### config.mk
export PLATFORM = sky130hd
export DESIGN_NAME = pac_cmd_unit
export DESIGN_NICKNAME = d
export VERILOG_FILES = /design/src/rtl/pac_pkg.sv /design/src/rtl/pac_cmd_unit.sv
export SDC_FILE = /design/constraint.sdc
export NUM_CORES = 2
export LEC_CHECK = 0
export BUFFER_PORTS_ARGS = -buffer_cell sky130_fd_sc_hd__buf_2
export CORE_MARGIN = 5
export CORE_UTILIZATION = 69
export CTS_CLUSTER_DIAMETER = 150
export DETAILED_ROUTE_END_ITERATION = 10
export GPL_TIMING_DRIVEN = 0
export PLACE_DENSITY = 0.91
export SETUP_SLACK_MARGIN = 0.15
export SLEW_MARGIN = 20
export SYNTH_ARGS = -nofsm -noshare
export SYNTH_HDL_FRONTEND = slang
export SYNTH_SLANG_ARGS = --single-unit
### constraint.sdc
create_clock -name ref_clk -period 27.8 [get_ports ref_clk]
set_clock_uncertainty 0.05 [all_clocks]
set_input_delay 8.34 -clock ref_clk [delete_from_list [all_inputs] [get_ports ref_clk]]
set_output_delay 8.34 -clock ref_clk [all_outputs]
set_load 0.02 [all_outputs]
### src/rtl/pac_pkg.sv
// Shared constants and types of the photometer ASCII command unit.
`default_nettype none
package pac_pkg;
  localparam int CLK_HZ = 10_000_000;
  localparam int BAUD_SLOW = 1200;
  localparam int BAUD_FAST = 115200;
  localparam logic [13:0] DIV_SLOW = 14'(CLK_HZ / BAUD_SLOW);
  localparam logic [13:0] DIV_FAST =
    14'((CLK_HZ + BAUD_FAST / 2) / BAUD_FAST);
  localparam int TENTH_MS = 100;
  localparam int SETTLE_MS = 500;
  localparam int HOLD_MS = 5000;
  localparam int DISP_MS = 1000;
  localparam int TENTH_CYC = CLK_HZ / 1000 * TENTH_MS;
  localparam int SETTLE_CYC = CLK_HZ / 1000 * SETTLE_MS;
  localparam int HOLD_CYC = CLK_HZ / 1000 * HOLD_MS;
  localparam int DISP_CYC = CLK_HZ / 1000 * DISP_MS;
  localparam logic [3:0] UART_LAST_BIT = 4'h9;
  localparam logic [5:0] DIV_STEPS = 6'h2F;
  localparam logic [3:0] EXP_BIAS = 4'h7;
  localparam logic [3:0] HEX_LEN = 4'h9;
  localparam logic [3:0] STAT_LEN = 4'h3;
  localparam logic [7:0] CH_CR = 8'h0D;
  localparam logic [7:0] CH_LF = 8'h0A;
  localparam logic [7:0] CH_0 = 8'h30;
  localparam logic [7:0] CH_1 = 8'h31;
  localparam logic [7:0] CH_3 = 8'h33;
  localparam logic [7:0] CH_A = 8'h37;
  localparam logic [7:0] CH_DOT = 8'h2E;
  localparam logic [7:0] CH_PLUS = 8'h2B;
  localparam logic [7:0] CH_MINUS = 8'h2D;
  localparam logic [7:0] CH_E = 8'h45;
  localparam logic [7:0] CH_V = 8'h56;
  localparam logic [7:0] CH_N = 8'h4E;
  localparam logic [7:0] CH_F = 8'h46;
  localparam logic [7:0] CH_R = 8'h52;
  localparam logic [7:0] CH_D = 8'h44;
  localparam logic [7:0] CH_K = 8'h4B;
  localparam logic [7:0] CH_S = 8'h53;
  localparam logic [7:0] CH_L = 8'h4C;
  localparam logic [7:0] CH_U = 8'h55;
  localparam logic [7:0] CH_M = 8'h4D;
  localparam logic [7:0] CH_C = 8'h43;
  localparam logic [7:0] CH_P = 8'h50;
  // Valve patterns per mode: [2:0] downstream, [5:3] upstream, [8:6] purge.
  localparam logic [8:0] VALVE_TABLE_DEF = 9'h03D;
  localparam logic [31:0] POW10 [0:9] = '{32'h1, 32'hA, 32'h64,
    32'h3E8, 32'h2710, 32'h186A0, 32'hF4240, 32'h989680,
    32'h5F5E100, 32'h3B9ACA00};
  typedef enum logic [1:0] {MODE_DOWN = 2'h0, MODE_UP = 2'h1,
    MODE_PURGE = 2'h2} pac_mode_type;
  typedef enum logic [1:0] {OP_SUB = 2'h0, OP_AVG = 2'h1,
    OP_SCALE = 2'h2} pac_op_type;
  typedef struct packed {
    logic orifice_bypass_valve;
    logic port_select_valve;
    logic port_or_purge_valve;
  } pac_valve_type;
  typedef struct packed {
    logic up;
    logic down;
    logic purge;
  } pac_keys_type;
  typedef struct packed {
    logic valid;
    logic [7:0] data;
  } pac_byte_type;
endpackage
`default_nettype wire

### src/rtl/pac_cmd_unit.sv
// ASCII command interpreter with serial and USB byte ports.
`default_nettype none
module pac_cmd_unit
  import pac_pkg::*;
#(
  parameter int unsigned TENTH_CYC = pac_pkg::TENTH_CYC,
  parameter int unsigned SETTLE_CYC = pac_pkg::SETTLE_CYC,
  parameter int unsigned HOLD_CYC = pac_pkg::HOLD_CYC,
  parameter int unsigned DISP_CYC = pac_pkg::DISP_CYC,
  parameter logic [8:0] VALVE_TABLE = pac_pkg::VALVE_TABLE_DEF
) (
  input wire logic ref_clk,
  input wire logic reset_n,
  input wire logic ser_rx,
  output logic ser_tx,
  input wire pac_pkg::pac_byte_type usb_rx,
  output logic usb_rx_ready,
  output pac_pkg::pac_byte_type usb_tx,
  input wire logic usb_tx_ready,
  input wire pac_pkg::pac_keys_type keys,
  input wire logic adc_valid,
  input wire logic [31:0] adc_sample,
  output pac_pkg::pac_valve_type valves,
  output pac_pkg::pac_mode_type mode,
  output logic lockout,
  output logic baud_fast,
  output logic rate_setting,
  output logic [31:0] disp_voltage
);
  import pac_pkg::*;

  typedef enum logic [2:0] {ST_IDLE = 3'h0, ST_DIV = 3'h1,
    ST_SCALE = 3'h3, ST_SEND = 3'h2, ST_SETTLE = 3'h6} pac_state_type;

  function automatic pac_valve_type pattern(pac_mode_type m);
    case (m)
      MODE_DOWN: pattern = pac_valve_type'(VALVE_TABLE[2:0]);
      MODE_UP: pattern = pac_valve_type'(VALVE_TABLE[5:3]);
      default: pattern = pac_valve_type'(VALVE_TABLE[8:6]);
    endcase
  endfunction

  function automatic logic [63:0] dec_str(logic [9:0] m, logic [3:0] k);
    logic neg;
    logic [3:0] mag;
    neg = k < EXP_BIAS;
    mag = neg ? EXP_BIAS - k : k - EXP_BIAS;
    dec_str = {CH_0 + 8'(m / 10'd100), CH_DOT,
      CH_0 + 8'((m / 10'd10) % 10'd10), CH_0 + 8'(m % 10'd10), CH_E,
      neg ? CH_MINUS : CH_PLUS, CH_0, CH_0 + {4'h0, mag}};
  endfunction

  pac_state_type state;
  logic [1:0] rx_pipe;
  pac_keys_type key_s1, key_s2, key_prev;
  logic rx_s, rx_busy, rx_done, tx_busy, src_usb, cmd_issued, is_dec;
  logic [13:0] baud_div, rx_cnt, tx_cnt;
  logic [3:0] rx_bit, tx_bit, k_reg, rep_len;
  logic [7:0] rx_shift;
  logic [9:0] tx_shift;
  logic [1:0] line_len;
  logic line_ovf;
  logic [7:0] line [0:2];
  logic [71:0] rep;
  logic rate_pend, settle_busy, pend_sub, div_busy, div_done;
  logic [31:0] hold_cnt, settle_cnt, tenth_cnt, disp_cnt, avg, last_sub;
  logic [39:0] sub_sum, snap_sum;
  logic [19:0] sub_cnt, snap_cnt;
  logic [47:0] acc_sum, div_dvd;
  logic [23:0] acc_cnt, div_dvs;
  logic [24:0] div_rem, trial;
  logic [5:0] div_n;
  pac_op_type div_op;

  // Serial receive pin is asynchronous: two stages before use.
  always_ff @(posedge ref_clk or negedge reset_n) begin
    if (!reset_n) begin
      rx_pipe <= 2'h3;
      key_s1 <= 3'h0;
      key_s2 <= 3'h0;
      key_prev <= 3'h0;
    end else begin
      rx_pipe <= {rx_pipe[0], ser_rx};
      key_s1 <= keys;
      key_s2 <= key_s1;
      key_prev <= key_s2;
    end
  end
  assign rx_s = rx_pipe[1];
  assign baud_div = baud_fast ? DIV_FAST : DIV_SLOW;

  // Receiver samples each bit at its middle; a bad stop bit drops the byte.
  always_ff @(posedge ref_clk or negedge reset_n) begin
    if (!reset_n) begin
      rx_busy <= 1'b0;
      rx_cnt <= 14'h0;
      rx_bit <= 4'h0;
      rx_shift <= 8'h0;
      rx_done <= 1'b0;
    end else begin
      rx_done <= 1'b0;
      if (!rx_busy) begin
        rx_busy <= !rx_s;
        rx_cnt <= {1'b0, baud_div[13:1]};
        rx_bit <= 4'h0;
      end else if (rx_cnt != 14'h0) begin
        rx_cnt <= rx_cnt - 14'h1;
      end else begin
        rx_cnt <= baud_div - 14'h1;
        rx_bit <= rx_bit + 4'h1;
        if (rx_bit == 4'h0 && rx_s) begin
          rx_busy <= 1'b0;
        end else if (rx_bit == UART_LAST_BIT) begin
          rx_busy <= 1'b0;
          rx_done <= rx_s;
        end else if (rx_bit != 4'h0) begin
          rx_shift <= {rx_s, rx_shift[7:1]};
        end
      end
    end
  end

  // Both ports feed one line buffer, so a command may come from either.
  logic in_valid, exec, out_take, set_lock, clr_lock, acc_clr;
  logic mode_go, single_go, key_go, add_en, start_sub, start_cmd;
  logic [7:0] in_data;
  pac_mode_type mode_tgt;
  pac_valve_type single_val;
  logic [31:0] q32;
  logic [3:0] k_now;
  logic [9:0] mant;
  assign usb_rx_ready = state == ST_IDLE && !rx_done;
  assign in_valid = state == ST_IDLE && (rx_done || usb_rx.valid);
  assign in_data = rx_done ? rx_shift : usb_rx.data;
  assign exec = in_valid && in_data == CH_CR && !line_ovf;

  always_ff @(posedge ref_clk or negedge reset_n) begin
    if (!reset_n) begin
      line_len <= 2'h0;
      line_ovf <= 1'b0;
      line <= '{8'h0, 8'h0, 8'h0};
    end else if (in_valid) begin
      if (in_data == CH_CR) begin
        line_len <= 2'h0;
        line_ovf <= 1'b0;
      end else if (line_len == 2'h3) begin
        line_ovf <= 1'b1;
      end else begin
        line[line_len] <= in_data;
        line_len <= line_len + 2'h1;
      end
    end
  end

  // Only exact upper-case strings match; anything else falls through.
  logic one, is_valve;
  assign one = exec && line_len == 2'h1;
  assign is_valve = exec && line_len == 2'h3 && line[0] == CH_V &&
    line[1] >= CH_1 && line[1] <= CH_3 &&
    (line[2] == CH_N || line[2] == CH_F);
  assign set_lock = one && line[0] == CH_L;
  assign clr_lock = one && line[0] == CH_U;
  always_comb begin
    single_val = valves;
    single_val[2'(line[1] - CH_1)] = line[2] == CH_N;
  end
  assign single_go = is_valve;
  assign key_go = !rate_setting && !lockout && !exec &&
    state == ST_IDLE && |(key_s2 & ~key_prev);
  assign mode_go = (one && (line[0] == CH_M || line[0] == CH_C ||
    line[0] == CH_P)) || key_go;
  always_comb begin
    if (exec) begin
      mode_tgt = line[0] == CH_M ? MODE_DOWN :
        line[0] == CH_C ? MODE_UP : MODE_PURGE;
    end else begin
      mode_tgt = key_s2.up ? MODE_UP :
        key_s2.down ? MODE_DOWN : MODE_PURGE;
    end
  end

  // Purge-side valves settle before the port valve opens to the sample.
  always_ff @(posedge ref_clk or negedge reset_n) begin
    if (!reset_n) begin
      valves <= pac_valve_type'(VALVE_TABLE[8:6]);
      mode <= MODE_PURGE;
      lockout <= 1'b0;
      settle_busy <= 1'b0;
      settle_cnt <= 32'h0;
    end else begin
      if (set_lock) begin
        lockout <= 1'b1;
      end else if (clr_lock) begin
        lockout <= 1'b0;
      end
      if (settle_busy) begin
        settle_cnt <= settle_cnt + 32'h1;
        if (settle_cnt == 32'(SETTLE_CYC - 1)) begin
          settle_busy <= 1'b0;
          valves <= pattern(mode);
        end
      end else if (mode_go) begin
        mode <= mode_tgt;
        if (mode == MODE_PURGE && mode_tgt != MODE_PURGE) begin
          valves <= {pattern(mode_tgt).orifice_bypass_valve,
            pattern(mode_tgt).port_select_valve,
            valves.port_or_purge_valve};
          settle_busy <= 1'b1;
          settle_cnt <= 32'h0;
        end else begin
          valves <= pattern(mode_tgt);
        end
      end else if (single_go) begin
        valves <= single_val;
      end
    end
  end

  // Upstream hold enters rate setting; the chosen rate takes effect on save.
  always_ff @(posedge ref_clk or negedge reset_n) begin
    if (!reset_n) begin
      baud_fast <= 1'b0;
      rate_setting <= 1'b0;
      rate_pend <= 1'b0;
      hold_cnt <= 32'h0;
    end else if (!rate_setting) begin
      hold_cnt <= key_s2.up ? hold_cnt + 32'h1 : 32'h0;
      if (key_s2.up && hold_cnt == 32'(HOLD_CYC - 1)) begin
        rate_setting <= 1'b1;
        rate_pend <= baud_fast;
      end
    end else begin
      hold_cnt <= 32'h0;
      if (key_s2.down && !key_prev.down) begin
        rate_pend <= !rate_pend;
      end
      if (key_s2.purge && !key_prev.purge) begin
        baud_fast <= rate_pend;
        rate_setting <= 1'b0;
      end
    end
  end

  // Tenth-second sub-averages, running sum and count, display refresh.
  assign add_en = div_done && div_op == OP_SUB;
  assign q32 = |div_dvd[47:32] ? 32'hFFFFFFFF : div_dvd[31:0];
  always_ff @(posedge ref_clk or negedge reset_n) begin
    if (!reset_n) begin
      tenth_cnt <= 32'h0;
      sub_sum <= 40'h0;
      sub_cnt <= 20'h0;
      snap_sum <= 40'h0;
      snap_cnt <= 20'h0;
      pend_sub <= 1'b0;
    end else begin
      tenth_cnt <= tenth_cnt + 32'h1;
      if (tenth_cnt == 32'(TENTH_CYC - 1)) begin
        tenth_cnt <= 32'h0;
        snap_sum <= sub_sum;
        snap_cnt <= sub_cnt;
        pend_sub <= sub_cnt != 20'h0;
        sub_sum <= adc_valid ? {8'h0, adc_sample} : 40'h0;
        sub_cnt <= {19'h0, adc_valid};
      end else begin
        if (start_sub) begin
          pend_sub <= 1'b0;
        end
        if (adc_valid) begin
          sub_sum <= sub_sum + {8'h0, adc_sample};
          sub_cnt <= sub_cnt + 20'h1;
        end
      end
    end
  end

  always_ff @(posedge ref_clk or negedge reset_n) begin
    if (!reset_n) begin
      acc_sum <= 48'h0;
      acc_cnt <= 24'h0;
      last_sub <= 32'h0;
      disp_cnt <= 32'h0;
      disp_voltage <= 32'h0;
    end else begin
      // A sub-average that lands with a clear starts the new average.
      if (acc_clr) begin
        acc_sum <= add_en ? {16'h0, q32} : 48'h0;
        acc_cnt <= {23'h0, add_en};
      end else if (add_en) begin
        acc_sum <= acc_sum + {16'h0, q32};
        acc_cnt <= acc_cnt + 24'h1;
      end
      if (add_en) begin
        last_sub <= q32;
      end
      disp_cnt <= disp_cnt + 32'h1;
      if (disp_cnt == 32'(DISP_CYC - 1)) begin
        disp_cnt <= 32'h0;
        disp_voltage <= last_sub;
      end
    end
  end

  // One shared restoring divider; sub-averages take precedence over polls.
  assign start_sub = !div_busy && pend_sub;
  assign start_cmd = !div_busy && !pend_sub && !cmd_issued &&
    (state == ST_DIV || state == ST_SCALE);
  assign trial = {div_rem[23:0], div_dvd[47]};
  always_ff @(posedge ref_clk or negedge reset_n) begin
    if (!reset_n) begin
      div_busy <= 1'b0;
      div_done <= 1'b0;
      div_op <= OP_SUB;
      div_dvd <= 48'h0;
      div_dvs <= 24'h0;
      div_rem <= 25'h0;
      div_n <= 6'h0;
    end else begin
      div_done <= 1'b0;
      div_rem <= 25'h0;
      div_n <= 6'h0;
      if (start_sub) begin
        div_busy <= 1'b1;
        div_op <= OP_SUB;
        div_dvd <= {8'h0, snap_sum};
        div_dvs <= {4'h0, snap_cnt};
      end else if (start_cmd && state == ST_DIV) begin
        div_busy <= 1'b1;
        div_op <= OP_AVG;
        div_dvd <= acc_sum;
        div_dvs <= acc_cnt == 24'h0 ? 24'h1 : acc_cnt;
      end else if (start_cmd) begin
        div_busy <= 1'b1;
        div_op <= OP_SCALE;
        div_dvd <= {16'h0, avg};
        div_dvs <= POW10[k_reg - 4'h2][23:0];
      end else if (div_busy) begin
        div_dvd <= {div_dvd[46:0], trial >= {1'b0, div_dvs}};
        div_rem <= trial >= {1'b0, div_dvs} ?
          trial - {1'b0, div_dvs} : trial;
        div_n <= div_n + 6'h1;
        div_busy <= div_n != DIV_STEPS;
        div_done <= div_n == DIV_STEPS;
      end
    end
  end

  always_comb begin
    k_now = 4'h0;
    for (int i = 1; i < 10; i++) begin
      if (q32 >= POW10[i]) begin
        k_now = k_now + 4'h1;
      end
    end
  end
  assign mant = k_now == 4'h0 ? 10'(q32 * 32'd100) : 10'(q32 * 32'd10);

  // Reply shifter, most significant character first.
  assign out_take = state == ST_SEND && (src_usb ? usb_tx_ready : !tx_busy);
  assign usb_tx = '{valid: state == ST_SEND && src_usb, data: rep[71:64]};
  // The status reply keeps the average; readouts and the R command clear it.
  assign acc_clr = (one && line[0] == CH_R) ||
    (out_take && rep_len == 4'h1 && line[0] != CH_S);
  always_ff @(posedge ref_clk or negedge reset_n) begin
    if (!reset_n) begin
      state <= ST_IDLE;
      src_usb <= 1'b0;
      cmd_issued <= 1'b0;
      is_dec <= 1'b0;
      rep <= 72'h0;
      rep_len <= 4'h0;
      avg <= 32'h0;
      k_reg <= 4'h0;
    end else begin
      if (start_cmd) begin
        cmd_issued <= 1'b1;
      end
      case (state)
        ST_IDLE: begin
          cmd_issued <= 1'b0;
          src_usb <= !rx_done;
          is_dec <= line[0] == CH_K;
          if (one && line[0] == CH_S) begin
            rep <= {CH_V, CH_0 + {5'h0, valves}, CH_LF, 48'h0};
            rep_len <= STAT_LEN;
            state <= ST_SEND;
          end else if (one && (line[0] == CH_D || line[0] == CH_K)) begin
            state <= ST_DIV;
          end else if (mode_go && mode == MODE_PURGE &&
              mode_tgt != MODE_PURGE) begin
            state <= ST_SETTLE;
          end
        end
        ST_DIV: if (div_done && div_op == OP_AVG) begin
          avg <= q32;
          k_reg <= k_now;
          cmd_issued <= 1'b0;
          rep_len <= HEX_LEN;
          state <= ST_SEND;
          if (!is_dec) begin
            for (int i = 0; i < 8; i++) begin
              rep[71 - 8 * i -: 8] <= q32[31 - 4 * i -: 4] > 4'h9 ?
                CH_A + {4'h0, q32[31 - 4 * i -: 4]} :
                CH_0 + {4'h0, q32[31 - 4 * i -: 4]};
            end
            rep[7:0] <= CH_LF;
          end else if (q32 == 32'h0) begin
            rep <= {dec_str(10'h0, EXP_BIAS), CH_LF};
          end else if (k_now < 4'h2) begin
            rep <= {dec_str(mant, k_now), CH_LF};
          end else begin
            state <= ST_SCALE;
          end
        end
        ST_SCALE: if (div_done && div_op == OP_SCALE) begin
          rep <= {dec_str(div_dvd[9:0], k_reg), CH_LF};
          state <= ST_SEND;
        end
        ST_SEND: if (out_take) begin
          rep <= {rep[63:0], 8'h0};
          rep_len <= rep_len - 4'h1;
          if (rep_len == 4'h1) begin
            state <= ST_IDLE;
          end
        end
        ST_SETTLE: if (!settle_busy) begin
          state <= ST_IDLE;
        end
        default: state <= ST_IDLE;
      endcase
    end
  end

  // Transmitter: start bit, eight data bits LSB first, one stop bit.
  always_ff @(posedge ref_clk or negedge reset_n) begin
    if (!reset_n) begin
      tx_busy <= 1'b0;
      tx_cnt <= 14'h0;
      tx_bit <= 4'h0;
      tx_shift <= 10'h3FF;
      ser_tx <= 1'b1;
    end else begin
      ser_tx <= tx_shift[0];
      if (out_take && !src_usb) begin
        tx_busy <= 1'b1;
        tx_shift <= {1'b1, rep[71:64], 1'b0};
        tx_cnt <= baud_div - 14'h1;
        tx_bit <= 4'h0;
      end else if (tx_busy && tx_cnt != 14'h0) begin
        tx_cnt <= tx_cnt - 14'h1;
      end else if (tx_busy) begin
        tx_cnt <= baud_div - 14'h1;
        tx_shift <= {1'b1, tx_shift[9:1]};
        tx_bit <= tx_bit + 4'h1;
        tx_busy <= tx_bit != UART_LAST_BIT;
      end
    end
  end
endmodule // pac_cmd_unit
`default_nettype wire

==> After elaboration in Yosys (flattened, before gate mapping) <==
Memory sizes are Yosys's and may differ from the RTL's.
Index checks and enable logic that the tools add are counted.
{ "word_totals": {"register_bits": 715, "mem_bits_ro": 512, "inputBits": 49, "output_inout_bits": 51, "n_memories": 1} }
{ "op_classes": {"n_addsub": 56, "n_mul": 2, "n_div": 8, "order_cmp": 28, "eq_ne": 49, "mux": 160, "n_bitwise": 10, "reduce_logical": 109} }
{ "mem_list": {"columns": ["memory", "words", "width", "rd", "rd_ports_with_merged_regs", "write_ports", "line", "source"], "rows": [
  ["(no name shown)", 16, 32, 1, 0, 0, "pac_cmd_unit.sv:335", "div_dvs <= POW10[k_reg - 4'h2][23:0];"]
]} }
{ "ops": {"columns": ["op", "count"], "rows": [
  ["72-bit 2-to-1 mux", 7],
  ["32-bit 2-to-1 mux", 10],
  ["24-bit 2-to-1 mux", 13],
  ["48-bit 2-to-1 mux", 6],
  ["72-bit case mux with 4 select lines", 1],
  ["32-bit by 1-bit adder with 32-bit output (second input constant)", 4],
  ["6-bit by 4-bit adder with 7-bit output (first input constant)", 18],
  ["8-bit by 7-bit == test with 1-bit output (second input constant)", 12],
  ["14-bit 2-to-1 mux", 6],
  ["40-bit 2-to-1 mux", 2],
  ["4-bit 2-to-1 mux", 18],
  ["7-bit 2-to-1 mux", 8],
  ["48-bit by 32-bit adder with 48-bit output", 1],
  ["6-bit by 8-bit adder with 8-bit output (first input constant)", 6],
  ["1-bit 2-to-1 mux", 44],
  ["1-bit logical AND", 43],
  ["3-bit 2-to-1 mux", 14],
  ["14-bit by 1-bit subtractor with 14-bit output (second input constant)", 3],
  ["4-bit by 1-bit adder with 4-bit output (second input constant)", 10],
  ["40-bit by 32-bit adder with 40-bit output", 1],
  ["10-bit by 4-bit modulo with 10-bit output (second input constant)", 4],
  ["10-bit 2-to-1 mux", 4],
  ["20-bit 2-to-1 mux", 2],
  ["32-bit by 20-bit == test with 1-bit output (second input constant)", 1],
  ["other kinds (90)", 184]
]} }

==> Depth between registers and ports, before layout <==
{ "logic_depth": {"word_depth": 30, "mapped_depth": 84, "ltp_nobuf": 75} }

==> Worst setup path before layout <==
No wires, ideal clock.
{ "synth_path": {"kind": "register -> register", "start": "register div_dvd[39]", "end": "register rep[53]", "setup_ns": 0.132, "arrival_ns": 15.888, "required_ns": 27.618, "setup_slack_ns": 11.730, "stages_incl_launch_ff": 78, "path_buffers": 8, "period_less_slack_ns": 16.070, "cell_sequence": "dfrtp_1 -> nor4_1 -> nand4_1 -> clkbuf_1 -> clkbuf_1 -> buf_1 -> clkbuf_1 -> nor2_1 -> ha_1 -> or3b_2 -> o31a_1 -> nor2_1 -> and2_1 -> inv_1 -> ha_1 -> nand3b_1 -> and2_1 -> ha_1 -> (+42 left out) -> or4_1 -> o31ai_1 -> a41oi_1 -> o221ai_2 -> or3_4 -> nor4_1 -> or2_1 -> inv_1 -> ha_1 -> nor2b_1 -> nor2_1 -> o211ai_1 -> nor3_1 -> a21oi_1 -> ha_1 -> a221oi_1 -> a2111oi_0 -> nor2_1"} }
{ "synth_between": {"elab_chain_len": 30, "word_cells_on_any_way": 48} }
{ "synth_rtl": {"columns": ["item", "line", "source"], "rows": [
  ["start, declared", "pac_cmd_unit.sv:69", "logic [47:0] acc_sum, div_dvd;"],
  ["start signal, assigned", "pac_cmd_unit.sv:324", "div_dvd <= {8'h0, snap_sum};"],
  ["start signal, assigned", "pac_cmd_unit.sv:329", "div_dvd <= acc_sum;"],
  ["start signal, assigned", "pac_cmd_unit.sv:334", "div_dvd <= {16'h0, avg};"],
  ["16-bit OR reduction (*)", "pac_cmd_unit.sv:246", "assign q32 = |div_dvd[47:32] ? 32'hFFFFFFFF : div_dvd[31:0];"],
  ["32-bit 2-to-1 mux (*)", "pac_cmd_unit.sv:246", null],
  ["32-bit by 4-bit greater-or-equal comparator with 1-bit output", "pac_cmd_unit.sv:350", "if (q32 >= POW10[i]) begin"],
  ["1-bit 2-to-1 mux", "pac_cmd_unit.sv:350", null],
  ["4-bit by 1-bit adder with 4-bit output", "pac_cmd_unit.sv:351", "k_now = k_now + 4'h1;"],
  ["4-bit 2-to-1 mux", "pac_cmd_unit.sv:350", null],
  ["4-bit by 1-bit adder with 4-bit output", "pac_cmd_unit.sv:351", null],
  ["4-bit 2-to-1 mux", "pac_cmd_unit.sv:350", null],
  ["(+14 left out)", null, null],
  ["10-bit by 4-bit divider with 10-bit output", "pac_cmd_unit.sv:49", "CH_0 + 8'((m / 10'd10) % 10'd10), CH_0 + 8'(m % 10'd10), CH_E,"],
  ["10-bit by 4-bit modulo with 10-bit output", "pac_cmd_unit.sv:49", null],
  ["6-bit by 8-bit adder with 8-bit output", "pac_cmd_unit.sv:49", null],
  ["72-bit 2-to-1 mux", "pac_cmd_unit.sv:408", "end else if (k_now < 4'h2) begin"],
  ["72-bit 2-to-1 mux", "pac_cmd_unit.sv:406", "end else if (q32 == 32'h0) begin"],
  ["72-bit 2-to-1 mux", "pac_cmd_unit.sv:399", "if (!is_dec) begin"],
  ["72-bit 2-to-1 mux", "pac_cmd_unit.sv:393", "ST_DIV: if (div_done && div_op == OP_AVG) begin"],
  ["72-bit case mux with 4 select lines", "pac_cmd_unit.sv:377", "case (state)"],
  ["end signal, assigned by index", "pac_cmd_unit.sv:401", "rep[71 - 8 * i -: 8] <= q32[31 - 4 * i -: 4] > 4'h9 ?"],
  ["end signal, assigned", "pac_cmd_unit.sv:407", "rep <= {dec_str(10'h0, EXP_BIAS), CH_LF};"],
  ["end signal, assigned", "pac_cmd_unit.sv:409", "rep <= {dec_str(mant, k_now), CH_LF};"],
  ["end, declared", "pac_cmd_unit.sv:64", "logic [71:0] rep;"]
]} }
Mark *: on every way between the ends. The rest lies on a longest branch, timed or not. The select of a mux whose other input is x is not followed.
A chain may end at the register's enable or synchronous reset.

==> Final worst setup path <==
{ "layout_path": {"start": "register div_dvd[42]", "end": "register rep[53]"} }
Same word-level chain as after synthesis.

==> flow_summary.json <==
{
  "synth.avg_cell_area_um2": 8.40,
  "numClockSinks": 703,
  "h-tree-depth": 3,
  "drt-initial-drc-count": 5679,
  "number_of_pins_exceeding_their_max_slew_limit_in_the_final_report": 0,
  "ctsRootBufferMaster": "clkbuf_16",
  "post-synth-top-area-fraction_pct": 38.9,
  "pin_count_of_the_biggest_net_entering_global_routing": 105,
  "floorplan.die_area_mm2": 0.0695,
  "cp_max_fo": 10,
  "grt-ovfl-total": 0,
  "cts.hold.buffers_added": 0,
  "crit_arrival_ns": 21.87,
  "worst_tran_pin_value_ns": 1.25,
  "worst_path_max_delay_cell": "xnor2_1",
  "ios": 100,
  "yosys_register_bits": 703,
  "final_instance_area_mm2": 0.0487,
  "synth_cell_types": 117,
  "timing_worst_setup_path_type": "register to register",
  "cts_resized": 0,
  "drive_gt1_share_pct": 6.87,
  "areaGrowthSynthToFinish_pct": 9.71,
  "p_leak_nw": 22.2,
  "nets": 5728,
  "drc_errors": 0,
  "vias_in_the_first_global_route": 41600,
  "drtPass1Iterations": 8,
  "postSynth.topFlopCell": "dfrtp_1",
  "antenna-diode-count": 0,
  "initial_utilization_pct": 69.2,
  "critical_path.startpoint_type": "register",
  "gp_congestion": 1.07,
  "critPathMostFrequentCell": "ha_1",
  "power_per_cell_area_mw_per_mm2": 92.2,
  "mappedNetlistArea_mm2": 0.0444,
  "wire_per_inst_um": 22.1,
  "register_bank_with_the_most_flops": "rep",
  "fp.dieH_um": 264,
  "reg_top3": "rep: 61 flops, acc_sum: 48 flops, div_dvd: 48 flops",
  "vdd.ir_drop.worst_mv": 0.110,
  "share_of_the_cycle_needed_by_the_critical_path_after_routing_pct": 77.0,
  "via_total_after_detailed_routing": 42700,
  "global_route.usage.total_pct": 39.2,
  "core_mm2": 0.0641,
  "total_power_mw": 4.49,
  "rows": 93,
  "rsz0062_at_grt": "false",
  "initial_antenna_violation_count": 1,
  "dieWidth_um": 264,
  "setup_slack_after_layout_ns": 6.39,
  "fill_cells": 4503,
  "synth_seq_area_share_pct": 39.7,
  "clock_tree_from_tritoncts": "built",
  "grt_first_pass_wirelength_um": 223000,
  "number_of_clock_buffers_inserted_by_tritoncts": 77,
  "asyncSetResetFlopFracSynth_pct": 100,
  "viasPerCell": 6.68,
  "cap_violations": 0,
  "fin_setup_tns_ns": 0,
  "largest_reg_flops": 61,
  "timing.critical_path.slowest_cell_delay_ns": 0.90,
  "netlist_top_cells_area": "dfrtp_1 (39%), nand2_1 (6.4%), ha_1 (5.7%)",
  "clk_latency_ns": 0.65,
  "final_antenna_net_count": 0,
  "synth_enable_flop_cells": 0,
  "postRouteWirelength_um": 141000,
  "synth_cells": 5285,
  "yosys_warnings": 0,
  "hpwl_um": 100000,
  "max_clock_freq_mhz": 46.7,
  "endpoint_kind": "register",
  "max-slew-margin-rel_pct": 16.4,
  "outcome": "completed",
  "hold_path.class": "register to register",
  "post-synth-top-area-cell": "dfrtp_1",
  "finalCriticalPeriod_ns": 21.41,
  "timing.final.setup_violations": 0,
  "syn_nets": 5543,
  "final_hold_vios": 0,
  "setup_fix_buffers_added_after_clock_tree_synthesis": 0,
  "preCtsSetupSlack_ns": 7.09,
  "clk_path_buf_depth": 3,
  "numPortBuffers": 98,
  "post_dp_cell_area_mm2": 0.0462,
  "cp.required_ns": 28.26,
  "clk_pin_slew_ns": 0.07
}
## cell usage in the layout (no fill, tap or decap), types with 13 or more instances in the layout
cell,instances
o211ai_1,17
a21boi_0,25
mux2_2,59
nand4_1,47
nor4_1,55
ha_1,203
inv_1,214
nand3_1,168
o21a_1,22
o22ai_1,25
clkinv_2,16
nand2b_1,42
xor2_1,128
or3_1,44
a21o_1,54
or2_2,16
mux2i_1,80
dfstp_2,13
dfrtp_1,690
and2_1,30
o21bai_1,19
nor2_1,619
nor2b_1,34
and3_1,73
clkbuf_16,78
o221ai_1,13
buf_1,26
a211oi_1,29
o21ai_0,362
nor3_1,103
nand2_1,760
a21oi_1,434
a31oi_1,50
a221oi_1,70
o31ai_1,27
buf_2,105
clkbuf_1,254
xnor2_1,185
## routing by layer
layer	track usage (%)	part of all wire, %
met4	21.1	6.6
met5	0	0.0071
met3	9.36	11
met1	50.1	37
met2	62.1	45
## Yosys cell counts (42+ instances only)
library cell and n:
ha_1 203, clkbuf_1 234, dfrtp_1 690, o21ai_0 362, a221oi_1 70, or3_1 44, nand2b_1 42, a21o_1 54
nand2_1 760, nor2_1 620, a31oi_1 50, and3_1 73, nor4_1 55, inv_1 214, a21oi_1 434, nand4_1 47
mux2_2 59, nand3_1 168, mux2i_1 80, xnor2_1 185, nor3_1 104, xor2_1 128
## final timing paths
check | startpoint | end | slack, ns | cells past startpoint
max in group asynchronous | reset_n | tx_shift[7] | 18.25 | 4
worst max register to register | div_dvd[42] | rep[53] | 6.39 | 77
worst min-delay path | key_s1[2] | key_s2[2] | 0.30 | 0
min in group asynchronous | reset_n | tenth_cnt[31] | 7.55 | 1
worst min register to register | key_s1[2] | key_s2[2] | 0.30 | 0
worst max-delay path | div_dvd[42] | rep[53] | 6.39 | 77
## cells by family (layout without fill, tap and decap cells)
| kind of cell | count (synthesis) | after routing | synth area share [%] |
|---|---|---|---|
| flip-flops | 703 | 703 | 39.7 |
| adder cells (fa/ha/maj) | 219 | 219 | 6.22 |
| other | 1 | 1 | 0.00845 |
| AND/OR/NAND/NOR | 2082 | 2082 | 21.3 |
| XOR/XNOR | 318 | 318 | 6.43 |
| multiplexers | 141 | 141 | 3.36 |
| AO/OA/AOI/OAI | 1323 | 1323 | 18.6 |
| buffers and inverters | 498 | 743 | 4.33 |
## power by group
group	internal (mW)	total [mW]	switching, mW
sequential	1.20	1.37	0.162
combinational	0.778	2.09	1.31
clock	0.590	1.03	0.443
total	2.57	4.49	1.92
## final cells by class
type                       count  area (um^2)  share of cell area, %
buffer                       279         1100                   2.26
clock buffer                 109         2180                   4.48
clock inverter                30          337                  0.691
inverter                     219          822                   1.69
multi-input combinational   4084        24900                   51.1
sequential                   703        17600                   36.2
tap                          855         1070                   2.20
timing repair buffer         106          708                   1.45
## worst max-delay path, delay by kind of cell (launching register included)
| kind | cells | cell delay [ns] |
|---|---|---|
| AND/OR/NAND/NOR | 21 | 5.94 |
| adder cells (fa/ha/maj) | 12 | 3.68 |
| flip-flops | 1 | 0.40 |
| XOR/XNOR | 4 | 1.57 |
| multiplexers | 6 | 2.03 |
| buffers and inverters | 14 | 2.95 |
| AO/OA/AOI/OAI | 20 | 4.62 |
## through the flow
stage	hold slack, ns	utilization [%]	instances
floorplan	0.281	-	5285
global placement	0.283	71.6	6238
detailed placement	0.286	72.0	6246
CTS	0.302	75.9	6385
global route	0.313	75.9	6385
finish	0.299	75.9	6385
No activity file was read; power rests on OpenSTA's default activity.
